## src/hdl/cod_defines.vh

```
// Constants for the opcode decode and execute block
`ifndef COD_DEFINES_VH
`define COD_DEFINES_VH

// APB register byte offsets
`define COD_CTRL_OFF    8'h00
`define COD_STAT_OFF    8'h04
`define COD_FLAG_OFF    8'h08
`define COD_PC_OFF      8'h0c
`define COD_OPC_OFF     8'h10

// Field positions
`define COD_CTRL_RUN    0
`define COD_STAT_BUSY   0
`define COD_STAT_ILL    1
`define COD_STAT_ATM    4
`define COD_FL_C        7
`define COD_FL_Z        6
`define COD_FL_S        5
`define COD_FL_V        4
`define COD_FL_D        3
`define COD_FL_H        2

// Reset values
`define COD_FLAG_RST    8'h00
`define COD_PC_RST      16'h0000
`define COD_CTRL_RST    1'b0

// Opcodes and opcode families
`define COD_OP_ATM      8'h2f
`define COD_OP_BITW     8'he2
`define COD_OP_BTJ_R    8'hf6
`define COD_OP_BTJ_IR   8'hf7
`define COD_OP_RLC_R    8'h10
`define COD_OP_RLC_IR   8'h11
`define COD_OP_RRC_R    8'hc0
`define COD_OP_RRC_IR   8'hc1
`define COD_HI_ADD      4'h0
`define COD_HI_ADC      4'h1
`define COD_HI_AND      4'h5
`define COD_LO_COUNT_DOWN_LOOP     4'ha
`define COD_WRK_BANK    4'he

// Timing counts: atomic span in executed instructions, fetch and execute lengths in clock cycles
`define COD_ATM_SPAN    2'd3
`define COD_FE_1        3'd1
`define COD_FE_2        3'd2
`define COD_FE_3        3'd3
`define COD_FE_4        3'd4
`define COD_EX_1        3'd1
`define COD_EX_2        3'd2
`define COD_EX_3        3'd3
`define COD_EX_4        3'd4

`endif

```

## src/hdl/cod_decode.v

```verilog
// Opcode decode and execute sequencer with APB control registers
//
// Implementation choices: register access over APB and the address map.
`include "cod_defines.vh"

module cod_decode #(
    parameter PC_W = 16,
    parameter AW   = 8
) (
    input  wire            pclk,
    input  wire            presetn,
    input  wire            psel,
    input  wire            penable,
    input  wire            pwrite,
    input  wire [7:0]      paddr,
    input  wire [31:0]     pwdata,
    output reg  [31:0]     prdata,
    output wire            pready,
    output wire            pslverr,
    output wire [PC_W-1:0] prog_addr,
    input  wire [7:0]      prog_data,
    input  wire            irq_req,
    input  wire            dma_req,
    output wire            irq_pass,
    output wire            dma_pass,
    output wire [7:0]      flags,
    output reg             alu_we,
    output reg  [AW-1:0]   alu_addr,
    output reg  [7:0]      alu_data
);

    localparam ST_IDLE  = 3'b001;
    localparam ST_FETCH = 3'b010;
    localparam ST_EXEC  = 3'b100;

    reg  [2:0]      state_reg;
    reg  [2:0]      fcnt_reg;
    reg  [2:0]      step_reg;
    reg  [7:0]      op_reg;
    reg  [7:0]      b1_reg;
    reg  [7:0]      b2_reg;
    reg  [7:0]      b3_reg;
    reg  [PC_W-1:0] pc_reg;
    reg  [7:0]      flag_reg;
    reg  [1:0]      atm_reg;
    reg  [AW-1:0]   da_reg;
    reg  [AW-1:0]   sa_reg;
    reg             run_reg;
    reg             ill_reg;

    // Fetch length per opcode
    function [2:0] flen;
        input [7:0] op;
        begin
            if ((op[7:4] == `COD_HI_ADD || op[7:4] == `COD_HI_ADC ||
                 op[7:4] == `COD_HI_AND) && op[3:0] >= 4'h2 &&
                op[3:0] <= 4'h9) begin
                if (op[3:0] <= 4'h3)
                    flen = `COD_FE_2;
                else if (op[3:0] <= 4'h7)
                    flen = `COD_FE_3;
                else
                    flen = `COD_FE_4;
            end else if (op == `COD_OP_BTJ_R || op == `COD_OP_BTJ_IR)
                flen = `COD_FE_3;
            else if (op == `COD_OP_BITW || op[3:0] == `COD_LO_COUNT_DOWN_LOOP ||
                     op == `COD_OP_RLC_R || op == `COD_OP_RLC_IR ||
                     op == `COD_OP_RRC_R || op == `COD_OP_RRC_IR)
                flen = `COD_FE_2;
            else
                flen = `COD_FE_1;
        end
    endfunction

    // Execute length per opcode
    function [2:0] elen;
        input [7:0] op;
        begin
            if ((op[7:4] == `COD_HI_ADD || op[7:4] == `COD_HI_ADC ||
                 op[7:4] == `COD_HI_AND) && op[3:0] >= 4'h2 &&
                op[3:0] <= 4'h9) begin
                if (op[3:0] == 4'h3 || op[3:0] == 4'h5 || op[3:0] == 4'h7)
                    elen = `COD_EX_4;
                else
                    elen = `COD_EX_3;
            end else if (op == `COD_OP_BTJ_IR)
                elen = `COD_EX_4;
            else if (op == `COD_OP_BTJ_R || op[3:0] == `COD_LO_COUNT_DOWN_LOOP ||
                     op == `COD_OP_RLC_IR || op == `COD_OP_RRC_IR)
                elen = `COD_EX_3;
            else if (op == `COD_OP_ATM || op == `COD_OP_BITW ||
                     op == `COD_OP_RLC_R || op == `COD_OP_RRC_R)
                elen = `COD_EX_2;
            else
                elen = `COD_EX_1;
        end
    endfunction

    ////////////////////////////////////////////////////////////////////////
    // Decode of the latched opcode
    wire [3:0] hi     = op_reg[7:4];
    wire [3:0] lo     = op_reg[3:0];
    wire       is_alu = (hi == `COD_HI_ADD || hi == `COD_HI_ADC ||
                         hi == `COD_HI_AND) && lo >= 4'h2 && lo <= 4'h9;
    wire       is_adc = is_alu && hi == `COD_HI_ADC;
    wire       is_and = is_alu && hi == `COD_HI_AND;
    wire       is_btj = op_reg == `COD_OP_BTJ_R || op_reg == `COD_OP_BTJ_IR;
    wire       is_djz = lo == `COD_LO_COUNT_DOWN_LOOP;
    wire       is_bit = op_reg == `COD_OP_BITW;
    wire       is_rlc = op_reg == `COD_OP_RLC_R || op_reg == `COD_OP_RLC_IR;
    wire       is_rrc = op_reg == `COD_OP_RRC_R || op_reg == `COD_OP_RRC_IR;
    wire       is_atm = op_reg == `COD_OP_ATM;
    wire       is_ill = !(is_alu || is_btj || is_djz || is_bit ||
                          is_rlc || is_rrc || is_atm);
    wire [2:0] ex_len = elen(op_reg);
    wire       last   = state_reg == ST_EXEC && step_reg == ex_len - 3'd1;

    // Current opcode is the program byte during the first fetch cycle
    wire [7:0] cur_op = (fcnt_reg == 3'd0) ? prog_data : op_reg;
    wire [2:0] fe_len = flen(cur_op);

    // Operand addresses and indirection per addressing form
    reg [AW-1:0] dst_base;
    reg [AW-1:0] src_base;
    reg          ind_d;
    reg          ind_s;
    reg          use_imm;
    reg [7:0]    imm;
    always @* begin
        dst_base = {`COD_WRK_BANK, b1_reg[3:0]};
        src_base = {`COD_WRK_BANK, b1_reg[3:0]};
        ind_d    = 1'b0;
        ind_s    = 1'b0;
        use_imm  = 1'b0;
        imm      = b2_reg;
        if (is_alu) begin
            case (lo)
                4'h2: dst_base = {`COD_WRK_BANK, b1_reg[7:4]};
                4'h3: begin
                    dst_base = {`COD_WRK_BANK, b1_reg[7:4]};
                    ind_s    = 1'b1;
                end
                4'h4: begin
                    dst_base = b2_reg;
                    src_base = b1_reg;
                end
                4'h5: begin
                    dst_base = b2_reg;
                    src_base = b1_reg;
                    ind_s    = 1'b1;
                end
                4'h6: begin
                    dst_base = b1_reg;
                    use_imm  = 1'b1;
                end
                4'h7: begin
                    dst_base = b1_reg;
                    ind_d    = 1'b1;
                    use_imm  = 1'b1;
                end
                4'h8: begin
                    dst_base = b3_reg;
                    src_base = {b1_reg[3:0], b2_reg[7:4]};
                end
                default: begin
                    dst_base = b3_reg;
                    use_imm  = 1'b1;
                    imm      = b1_reg;
                end
            endcase
        end else if (is_djz) begin
            dst_base = {`COD_WRK_BANK, hi};
        end else if (is_rlc || is_rrc) begin
            dst_base = b1_reg;
            ind_d    = op_reg[0];
        end else if (is_btj) begin
            ind_d    = op_reg[0];
        end
    end

    ////////////////////////////////////////////////////////////////////////
    // Register file and pointer resolution
    wire [7:0]    rd_a;
    wire [7:0]    rd_b;
    wire [AW-1:0] ra_a = !ind_d ? dst_base :
                         (step_reg == 3'd0) ? dst_base :
                         (step_reg == 3'd1) ? rd_a : da_reg;
    wire [AW-1:0] ra_b = !ind_s ? src_base :
                         (step_reg == 3'd0) ? src_base :
                         (step_reg == 3'd1) ? rd_b : sa_reg;
    wire [AW-1:0] wr_a = ind_d ? da_reg : dst_base;
    reg           res_we;
    reg  [7:0]    res;

    cod_regfile #(.AW(AW), .DW(8)) u_rf (
        .clk     (pclk),
        .rstn    (presetn),
        .we      (last && res_we),
        .waddr   (wr_a),
        .wdata   (res),
        .raddr_a (ra_a),
        .rdata_a (rd_a),
        .raddr_b (ra_b),
        .rdata_b (rd_b)
    );

    ////////////////////////////////////////////////////////////////////////
    // Result, flags and branch at the final execute cycle
    wire [7:0] a    = rd_a;
    wire [7:0] b    = use_imm ? imm : rd_b;
    wire       cin  = is_adc & flag_reg[`COD_FL_C];
    wire [8:0] sum  = {1'b0, a} + {1'b0, b} + {8'h00, cin};
    wire [4:0] hsum = {1'b0, a[3:0]} + {1'b0, b[3:0]} + {4'h0, cin};
    reg  [7:0] nfl;
    reg        take;
    reg  [7:0] disp;
    always @* begin
        res    = a;
        res_we = 1'b0;
        nfl    = flag_reg;
        take   = 1'b0;
        disp   = b1_reg;
        if (is_and) begin
            res    = a & b;
            res_we = 1'b1;
            nfl[`COD_FL_Z] = (res == 8'h00);
            nfl[`COD_FL_S] = res[7];
            nfl[`COD_FL_V] = 1'b0;
        end else if (is_alu) begin
            res    = sum[7:0];
            res_we = 1'b1;
            nfl[`COD_FL_C] = sum[8];
            nfl[`COD_FL_Z] = (res == 8'h00);
            nfl[`COD_FL_S] = res[7];
            nfl[`COD_FL_V] = (a[7] == b[7]) && (res[7] != a[7]);
            nfl[`COD_FL_D] = 1'b0;
            nfl[`COD_FL_H] = hsum[4];
        end else if (is_rlc || is_rrc) begin
            res_we = 1'b1;
            if (is_rlc) begin
                res = {a[6:0], flag_reg[`COD_FL_C]};
                nfl[`COD_FL_C] = a[7];
            end else begin
                res = {flag_reg[`COD_FL_C], a[7:1]};
                nfl[`COD_FL_C] = a[0];
            end
            nfl[`COD_FL_Z] = (res == 8'h00);
            nfl[`COD_FL_S] = res[7];
            nfl[`COD_FL_V] = res[7] ^ a[7];
        end else if (is_djz) begin
            res    = a - 8'h01;
            res_we = 1'b1;
            take   = (res != 8'h00);
        end else if (is_bit) begin
            res    = a;
            res[b1_reg[6:4]] = b1_reg[7];
            res_we = 1'b1;
        end else if (is_btj) begin
            take   = (a[b1_reg[6:4]] == b1_reg[7]);
            disp   = b2_reg;
        end
    end

    ////////////////////////////////////////////////////////////////////////
    // APB access decode
    wire apb_acc = psel & penable;
    wire apb_wr  = apb_acc & pwrite;
    wire mapped  = paddr == `COD_CTRL_OFF || paddr == `COD_STAT_OFF ||
                   paddr == `COD_FLAG_OFF || paddr == `COD_PC_OFF ||
                   paddr == `COD_OPC_OFF;
    wire idle    = state_reg == ST_IDLE;
    assign pready  = 1'b1;
    assign pslverr = apb_acc & ~mapped;

    // Read data mux
    reg [31:0] rd_mux;
    always @* begin
        rd_mux = 32'h0000_0000;
        case (paddr)
            `COD_CTRL_OFF: rd_mux[`COD_CTRL_RUN] = run_reg;
            `COD_STAT_OFF: begin
                rd_mux[`COD_STAT_BUSY] = ~idle;
                rd_mux[`COD_STAT_ILL]  = ill_reg;
                rd_mux[`COD_STAT_ATM+1:`COD_STAT_ATM] = atm_reg;
            end
            `COD_FLAG_OFF: rd_mux[7:0] = flag_reg;
            `COD_PC_OFF:   rd_mux[PC_W-1:0] = pc_reg;
            `COD_OPC_OFF:  rd_mux[7:0] = op_reg;
            default:       rd_mux = 32'h0000_0000;
        endcase
    end

    // Read word captured in setup, stands through the access phase
    always @(posedge pclk or negedge presetn) begin
        if (!presetn) begin
            prdata <= 32'h0000_0000;
        end else if (psel && !penable) begin
            prdata <= rd_mux;
        end
    end

    // Run control and illegal-opcode sticky bit, set beats clear
    always @(posedge pclk or negedge presetn) begin
        if (!presetn) begin
            run_reg <= `COD_CTRL_RST;
            ill_reg <= 1'b0;
        end else begin
            if (apb_wr && paddr == `COD_CTRL_OFF)
                run_reg <= pwdata[`COD_CTRL_RUN];
            if (last && is_ill)
                ill_reg <= 1'b1;
            else if (apb_wr && paddr == `COD_STAT_OFF &&
                     pwdata[`COD_STAT_ILL])
                ill_reg <= 1'b0;
        end
    end

    ////////////////////////////////////////////////////////////////////////
    // Fetch and execute sequencer
    always @(posedge pclk or negedge presetn) begin
        if (!presetn) begin
            state_reg <= ST_IDLE;
            fcnt_reg  <= 3'd0;
            step_reg  <= 3'd0;
            op_reg    <= 8'h00;
            b1_reg    <= 8'h00;
            b2_reg    <= 8'h00;
            b3_reg    <= 8'h00;
            pc_reg    <= `COD_PC_RST;
            flag_reg  <= `COD_FLAG_RST;
            atm_reg   <= 2'd0;
            da_reg    <= {AW{1'b0}};
            sa_reg    <= {AW{1'b0}};
        end else begin
            case (state_reg)
                ST_IDLE: begin
                    if (apb_wr && paddr == `COD_PC_OFF)
                        pc_reg <= pwdata[PC_W-1:0];
                    if (apb_wr && paddr == `COD_FLAG_OFF)
                        flag_reg <= pwdata[7:0];
                    if (run_reg)
                        state_reg <= ST_FETCH;
                end
                ST_FETCH: begin
                    // One program byte per fetch cycle
                    pc_reg <= pc_reg + {{(PC_W-1){1'b0}}, 1'b1};
                    case (fcnt_reg)
                        3'd0:    op_reg <= prog_data;
                        3'd1:    b1_reg <= prog_data;
                        3'd2:    b2_reg <= prog_data;
                        default: b3_reg <= prog_data;
                    endcase
                    if (fcnt_reg + 3'd1 == fe_len) begin
                        fcnt_reg  <= 3'd0;
                        step_reg  <= 3'd0;
                        state_reg <= ST_EXEC;
                    end else begin
                        fcnt_reg <= fcnt_reg + 3'd1;
                    end
                end
                ST_EXEC: begin
                    // Latch resolved pointers of indirect forms
                    if (step_reg == 3'd1) begin
                        da_reg <= rd_a;
                        sa_reg <= rd_b;
                    end
                    if (last) begin
                        flag_reg <= nfl;
                        if (take)
                            pc_reg <= pc_reg + {{(PC_W-8){disp[7]}}, disp};
                        if (is_atm)
                            atm_reg <= `COD_ATM_SPAN;
                        else if (atm_reg != 2'd0)
                            atm_reg <= atm_reg - 2'd1;
                        step_reg  <= 3'd0;
                        state_reg <= run_reg ? ST_FETCH : ST_IDLE;
                    end else begin
                        step_reg <= step_reg + 3'd1;
                    end
                end
                default: state_reg <= ST_IDLE;
            endcase
        end
    end

    // Write-back mirror for observation of the result path
    always @(posedge pclk or negedge presetn) begin
        if (!presetn) begin
            alu_we   <= 1'b0;
            alu_addr <= {AW{1'b0}};
            alu_data <= 8'h00;
        end else begin
            alu_we <= last && res_we;
            if (last && res_we) begin
                alu_addr <= wr_a;
                alu_data <= res;
            end
        end
    end

    // Request gating while an atomic window is open
    assign irq_pass  = irq_req & (atm_reg == 2'd0);
    assign dma_pass  = dma_req & (atm_reg == 2'd0);
    assign prog_addr = pc_reg;
    assign flags     = flag_reg;

endmodule

```

## src/hdl/cod_regfile.v

```verilog
// Register file with two registered read ports and one write port
module cod_regfile #(
    parameter AW = 8,
    parameter DW = 8
) (
    input  wire          clk,
    input  wire          rstn,
    input  wire          we,
    input  wire [AW-1:0] waddr,
    input  wire [DW-1:0] wdata,
    input  wire [AW-1:0] raddr_a,
    output reg  [DW-1:0] rdata_a,
    input  wire [AW-1:0] raddr_b,
    output reg  [DW-1:0] rdata_b
);

    reg [DW-1:0] mem [0:(1<<AW)-1];

    // Storage write
    always @(posedge clk) begin
        if (we) begin
            mem[waddr] <= wdata;
        end
    end

    // Registered read data, one cycle after the address
    always @(posedge clk or negedge rstn) begin
        if (!rstn) begin
            rdata_a <= {DW{1'b0}};
            rdata_b <= {DW{1'b0}};
        end else begin
            rdata_a <= mem[raddr_a];
            rdata_b <= mem[raddr_b];
        end
    end

endmodule

```

## config.mk

```make
export PLATFORM = sky130hd
export DESIGN_NAME = cod_decode
export DESIGN_NICKNAME = d
export VERILOG_FILES = /design/src/hdl/cod_decode.v /design/src/hdl/cod_regfile.v
export VERILOG_INCLUDE_DIRS = /design/src /design/src/hdl
export SDC_FILE = /design/constraint.sdc
export NUM_CORES = 2
export LEC_CHECK = 0
export BUFFER_PORTS_ARGS = -buffer_cell sky130_fd_sc_hd__buf_2
export CAP_MARGIN = 20
export CORE_ASPECT_RATIO = 1.1
export CORE_MARGIN = 1
export CORE_UTILIZATION = 60
export DETAILED_ROUTE_END_ITERATION = 10
export PLACE_DENSITY = 0.78
export SYNTH_ARGS = -nofsm -noshare
export SYNTH_HDL_FRONTEND = slang
export SYNTH_HIERARCHICAL = 1
export SYNTH_SLANG_ARGS = --single-unit
```

## constraint.sdc

```tcl
create_clock -name pclk -period 27.6 [get_ports pclk]
set_input_delay 5.52 -clock pclk [delete_from_list [all_inputs] [get_ports pclk]]
set_output_delay 5.52 -clock pclk [all_outputs]
set_load 0.01 [all_outputs]
```

# After elaboration in Yosys (flattened, before gate mapping)
# Memory sizes are Yosys's and may differ from the RTL's. A register that Yosys moved wholly into a read port is not among the register bits.
# Cells that the tools add are included.
[word_totals]
reg_bits = 118
latchBits = 0
mem_bits_rw = 2048
mem_bits_ro = 0
inputBits = 55
output_inout_bits = 77
word_cells = 295
n_memories = 1
[op_classes]
n_addsub = 11
n_mul = 0
div = 0
n_lt_le_gt_ge = 8
eq_ne = 53
shifts = 0
n_mux = 102
bitwise_logic = 12
reduce_logical = 87
[mem_list]
columns = ["memory", "words", "word_bits", "read_ports", "rd_ports_with_merged_regs", "wr", "line", "source"]
rows = [
  ["u_rf.mem", 256, 8, 2, 2, 1, "cod_regfile.v:17", "reg [DW-1:0] mem [0:(1<<AW)-1];"],
]
[ops]
columns = ["cell", "n"]
rows = [
  ["8-bit two-way mux", 33],
  ["8-bit == test, second input constant", 10],
  ["16-bit two-way mux", 3],
  ["16-bit one-hot mux with 3 select lines", 1],
  ["8-bit by 5-bit == test with 1-bit output, second input constant", 5],
  ["3-bit two-way mux", 13],
  ["8-bit logical NOT", 4],
  ["1-bit logical OR", 32],
  ["8-bit one-hot mux with 2 select lines", 2],
  ["1-bit two-way mux", 28],
  ["4-bit by 3-bit == test with 1-bit output, second input constant", 6],
  ["8-bit one-hot mux with 3 select lines", 1],
  ["2-bit two-way mux", 9],
  ["1-bit logical AND", 17],
  ["16-bit by 1-bit adder with 16-bit output, second input constant", 1],
  ["16-bit adder", 1],
  ["8-bit by 4-bit == test with 1-bit output, second input constant", 2],
  ["4-bit == test, second input constant", 3],
  ["2-bit != test, second input constant", 6],
  ["2-bit one-hot mux with 3 select lines", 2],
  ["5-bit AND reduction", 2],
  ["2-bit nonzero test", 5],
  ["8-bit by 8-bit adder with 9-bit output", 1],
  ["9-bit by 1-bit adder with 9-bit output", 1],
  ["51 further kinds", 85],
]

# Depth between registers and ports, before layout
[logic_depth]
depth_word = 15
mapped_depth = 23
mapped_depth_nobuf = 17

# Hierarchy
# Netlist, hierarchy kept.
[modules_own_cells]
columns = ["mod", "instances", "cells_each", "area_each_um2", "seq_area_each_um2"]
rows = [
  ["cod_regfile", 1, 5102, 96772.8, 61899.4],
  ["cod_decode", 1, 1019, 9095.0, 2954.1],
]

# Worst setup path after synthesis
# No wires, ideal clock.
[synth_timing]
kind = "reg2reg"
startpoint = "register op_reg[3]"
endpoint = "memory u_rf.mem[0][7] (data pin)"
setup_time_ps = 2246
t_arrival_ps = 13803
t_required_ps = 25354
setup_slack_ps = 11551
stages_incl_launch_ff = 15
path_buffers = 3
synth_period_minus_slack_ps = 16049
cell_sequence = "dfrtp_1 buf_2 buf_1 clkbuf_1 nand4_1 mux2i_1 o21ai_0 ha_1 nor2b_1 o21a_1 o21a_1 o31a_1 o22ai_1 mux2i_1 o31ai_1"
[synth_via]
elab_chain_len = 9
elab_cells_between_ends = 42
classes_between = "add/sub: 2; order compare: 2; eq/ne: 13; mux: 14; bitwise: 2; reduce/logical: 9"
[synth_rtl]
columns = ["element", "line", "source"]
rows = [
  ["from (decl)", "cod_decode.v:39", "reg [7:0] op_reg;"],
  ["from (signal assigned)", "cod_decode.v:348", "3'd0: op_reg <= prog_data;"],
  ["4-bit by 2-bit greater-or-equal comparator with 1-bit output (tied with other cells)", "cod_decode.v:104", "hi == `COD_HI_AND) && lo >= 4'h2 && lo <= 4'h9;"],
  ["1-bit logical AND (tied with other cells) (2 in series)", "cod_decode.v:103", "wire is_alu = (hi == `COD_HI_ADD || hi == `COD_HI_ADC ||"],
  ["8-bit two-way mux (tied with other cells)", "cod_decode.v:136", "if (is_alu) begin"],
  ["8-bit two-way mux, on equally long branches", "cod_decode.v:210, cod_decode.v:229", ""],
  ["8-bit by 8-bit adder with 9-bit output / 8-bit two-way mux (equally long branches)", "cod_decode.v:212, cod_decode.v:223", ""],
  ["9-bit by 1-bit adder with 9-bit output / 8-bit two-way mux (equally long branches)", "cod_decode.v:212, cod_decode.v:238", ""],
  ["8-bit two-way mux", "cod_decode.v:229", "end else if (is_alu) begin"],
  ["8-bit two-way mux *", "cod_decode.v:223", "if (is_and) begin"],
  ["via res[7]", "cod_decode.v:193", "reg [7:0] res;"],
  ["to (decl)", "cod_regfile.v:17", ""],
]
# Mark *: on every way through the listed nets, which the timed path passes. The rest lies on a longest branch. The select of a mux whose other input is x is not followed.

# Worst setup path in the final report
[layout_timing]
startpoint = "input port paddr[0]"
endpoint = "output port pslverr"
[layout_via]
elab_chain_len = 7
elab_cells_between_ends = 11
classes_between = "eq/ne: 4; bitwise: 2; reduce/logical: 5"
[layout_rtl]
columns = ["element", "line", "source"]
rows = [
  ["from (decl)", "cod_decode.v:15", "input wire [7:0] paddr,"],
  ["8-bit by 3-bit == test with 1-bit output / 8-bit logical NOT (equally long branches)", "n/a", ""],
  ["1-bit logical OR (no line) (3 in series)", "n/a", ""],
  ["1-bit logical OR (no line) *", "n/a", ""],
  ["1-bit NOT *", "cod_decode.v:273", "assign pslverr = apb_acc & ~mapped;"],
  ["1-bit AND *", "cod_decode.v:273", ""],
  ["to (decl)", "cod_decode.v:19", "output wire pslverr,"],
]
# Mark *: on every way between the ends. The rest lies on a longest branch, timed or not.

==> results_dict.tcl <==
set metrics [dict create \
    status "finished clean" \
    synth_fa_ha_area_share_pct 0.459 \
    grt_antenna_before_repair 22 \
    final_util_pct 65.8 \
    grtUsageTotal_pct 34.8 \
    ant_nets 0 \
    fin_skew_ns 0.0716 \
    final_cell_mix "edfxtp_1 (2048), mux4_2 (950), mux2i_1 (411)" \
    powerDensity_mw_per_mm2 65.5 \
    path_delay_family "simple AND/OR/NAND/NOR gates" \
    startpoint_type "primary input" \
    clock_latency_ns 0.89 \
    slowest_stage "or4_1" \
    min_period_over_period_pct 44.7 \
    die_h_um 443 \
    rsz0062_at_grt "no" \
    drc 0 \
    rows 161 \
    largest-register "u_rf/mem" \
    post_cts_buffers 0 \
    vias 65200 \
    grt_pass1_vias 64400 \
    fin_area_mm2 0.115 \
    cp.required_ns 22.08 \
    gp_congestion 1.00 \
    layout_commonest_cell "edfxtp_1" \
    arrival_ns 6.81 \
    setup_violations 0 \
    netlist_instances 6121 \
    fin_nets 6226 \
    overflow 0 \
    max-vdd-ir-drop_mv 0.0690 \
    core-area_mm2 0.175 \
    wire_per_inst_um 35.9 \
    cts_resized 0 \
    dr.pass1.iters 9 \
    cpPeakStageDelay_ns 0.55 \
    syn_area_per_cell_um2 17.3 \
    holdWs_ns 0.476 \
    preCtsSetupSlack_ns 15.28 \
    maxCapViolations 0 \
    slew_headroom_pct 12.5 \
    synth_xor_area_share_pct 0.165 \
    ioPinCount 132 \
    grt_max_degree 249 \
    num-fill-cells 11200 \
    hpwl_um 193000 \
    p_leak_nw 37.6 \
    cts_root_buffer "clkbuf_16" \
    holdBufCountCts 0 \
    crit_path_end_kind "output port" \
    path_cells "buf_2 -> or4_1 -> nor3_1 -> buf_4 -> nor3_1 -> buf_2" \
    postSynth.asyncResetShare_pct 6.14 \
    avgViaCountPerCell 7.58 \
    setup-tns-final_ns 0 \
    fmax_mhz 81.1 \
    yosys.area_share.simple_pct 4.34 \
    dp.cells 8185 \
    synth_top_family_by_area "multiplexers" \
    stdcell_count 8599 \
    wirelength_um 309000 \
    dieWidth_um 403 \
    synth-compound-area-share_pct 5.66 \
    yosys_most_used_dff "edfxtp_1" \
    clk_path_buf_depth 3 \
    drtIter0Drc 9832 \
    htree_num_levels 4 \
    power_mw 7.54 \
    hold_path_class "reg -> reg" \
    synth.yosys.seq_area_share_pct 61.3 \
    finalCriticalPeriod_ns 12.33 \
    slew_viol_final 0 \
    yosys_warnings 6 \
    synth_edf_count 2048 \
    crit_type "in -> out" \
    synth.area.mux_share_pct 25.4 \
    drive_gt1_share_pct 26.9 \
    cts-buffers-inserted 211 \
    crit_buf_inv 3 \
    syn_to_final_growth_pct 8.83 \
    ys_types 97 \
    port_buffers 98 \
    grt_pass1_wl_um 447000 \
    dieArea_mm2 0.178 \
    timing.final.hold_violations 0 \
    initial_core_util_pct 60.5 \
    ys_seq_elements 2182 \
    worst_pin_slew_ns 1.31 \
    cts_sinks 2182 \
    clkTransAtPathRegs_ns 0.06 \
    largest_reg_flops 2048 \
    placed_area_mm2 0.108 \
    cts_tree "yes" \
    crit_fanout 9 \
    synth_area_mm2 0.106 \
    fin_ws_ns 15.27 \
]
[synth_stat cells, types with 28 or more instances]
| cell | n | area, um^2 |
|---|---|---|
| mux2i_1 | 412 | 4120 |
| buf_6 | 47 | 529 |
| nand2_1 | 267 | 1000 |
| and3_1 | 34 | 213 |
| a21oi_1 | 159 | 796 |
| ha_1 | 34 | 425 |
| nor2_1 | 412 | 1550 |
| a22oi_1 | 180 | 1350 |
| buf_2 | 123 | 616 |
| o22ai_1 | 44 | 275 |
| buf_4 | 79 | 593 |
| a211oi_1 | 52 | 390 |
| dfrtp_1 | 133 | 3330 |
| a221oi_1 | 31 | 272 |
| o221ai_1 | 65 | 569 |
| mux2_2 | 113 | 1270 |
| nor2b_1 | 56 | 350 |
| inv_1 | 28 | 105 |
| clkbuf_1 | 197 | 739 |
| edfxtp_1 | 2048 | 61500 |
| o21ai_0 | 154 | 771 |
| mux4_2 | 950 | 21400 |
| buf_1 | 38 | 143 |
| nand3_1 | 72 | 360 |
[tightest hold or removal path: cells and delay by family (launching register included)]
family | cells | cell delay, ns
AOI/OAI and AO/OA | 1 | 0.06
DFF | 1 | 0.34
and+or+nand+nor | 1 | 0.04
[layer usage]
metal / vias up / track usage [%] / routed length [um]
li1: 25500 / - / -
met1: 33200 / 45.4 / 103000
met2: 5297 / 53.1 / 143000
met3: 1136 / 9.91 / 42100
met4: 18 / 19.9 / 21000
met5: - / 0 / 117
[layout make-up]
| cell class | count | area, um^2 | share of cell area (%) |
|---|---|---|---|
| flip-flops and latches | 2182 | 64900 | 56.3 |
| multi-input cells | 3436 | 38600 | 33.5 |
| clock buffers | 271 | 5550 | 4.81 |
| well taps | 2282 | 2860 | 2.48 |
| repair buffers | 275 | 2080 | 1.80 |
| clock inverters | 110 | 1160 | 1.00 |
| inverters | 28 | 105 | 0.0912 |
| diodes | 15 | 37.5 | 0.0326 |
[worst paths after layout]
kind                                 from              end  slack, ns  cells after the start
max in group asynchronous         presetn  u_rf/rdata_a[0]      21.69                      2
worst max-delay path             paddr[0]          pslverr      15.27                      6
worst min register to register  prdata[7]        prdata[7]       0.48                      2
worst min-delay path            prdata[7]        prdata[7]       0.48                      2
min in group asynchronous         presetn        prdata[9]       4.68                      1
worst max register to register  op_reg[4]  u_rf/rdata_b[0]      19.30                     18
[report_power, final]
group / internal [mW] / switching, mW
clock: 1.59 / 1.25
sequential: 3.81 / 0.0176
combinational: 0.283 / 0.586
[cell families (layout without fill, tap and decap cells)]
| group | count (synthesis) | after routing |
|---|---|---|
| buf+inv | 518 | 684 |
| flops | 2182 | 2182 |
| fa+ha+maj | 37 | 37 |
| simple gates | 1000 | 1000 |
| compound gates | 877 | 877 |
| xor+xnor | 20 | 20 |
| mux | 1485 | 1485 |
| other cells | 2 | 32 |
No activity file was read; power rests on OpenSTA's default activity.
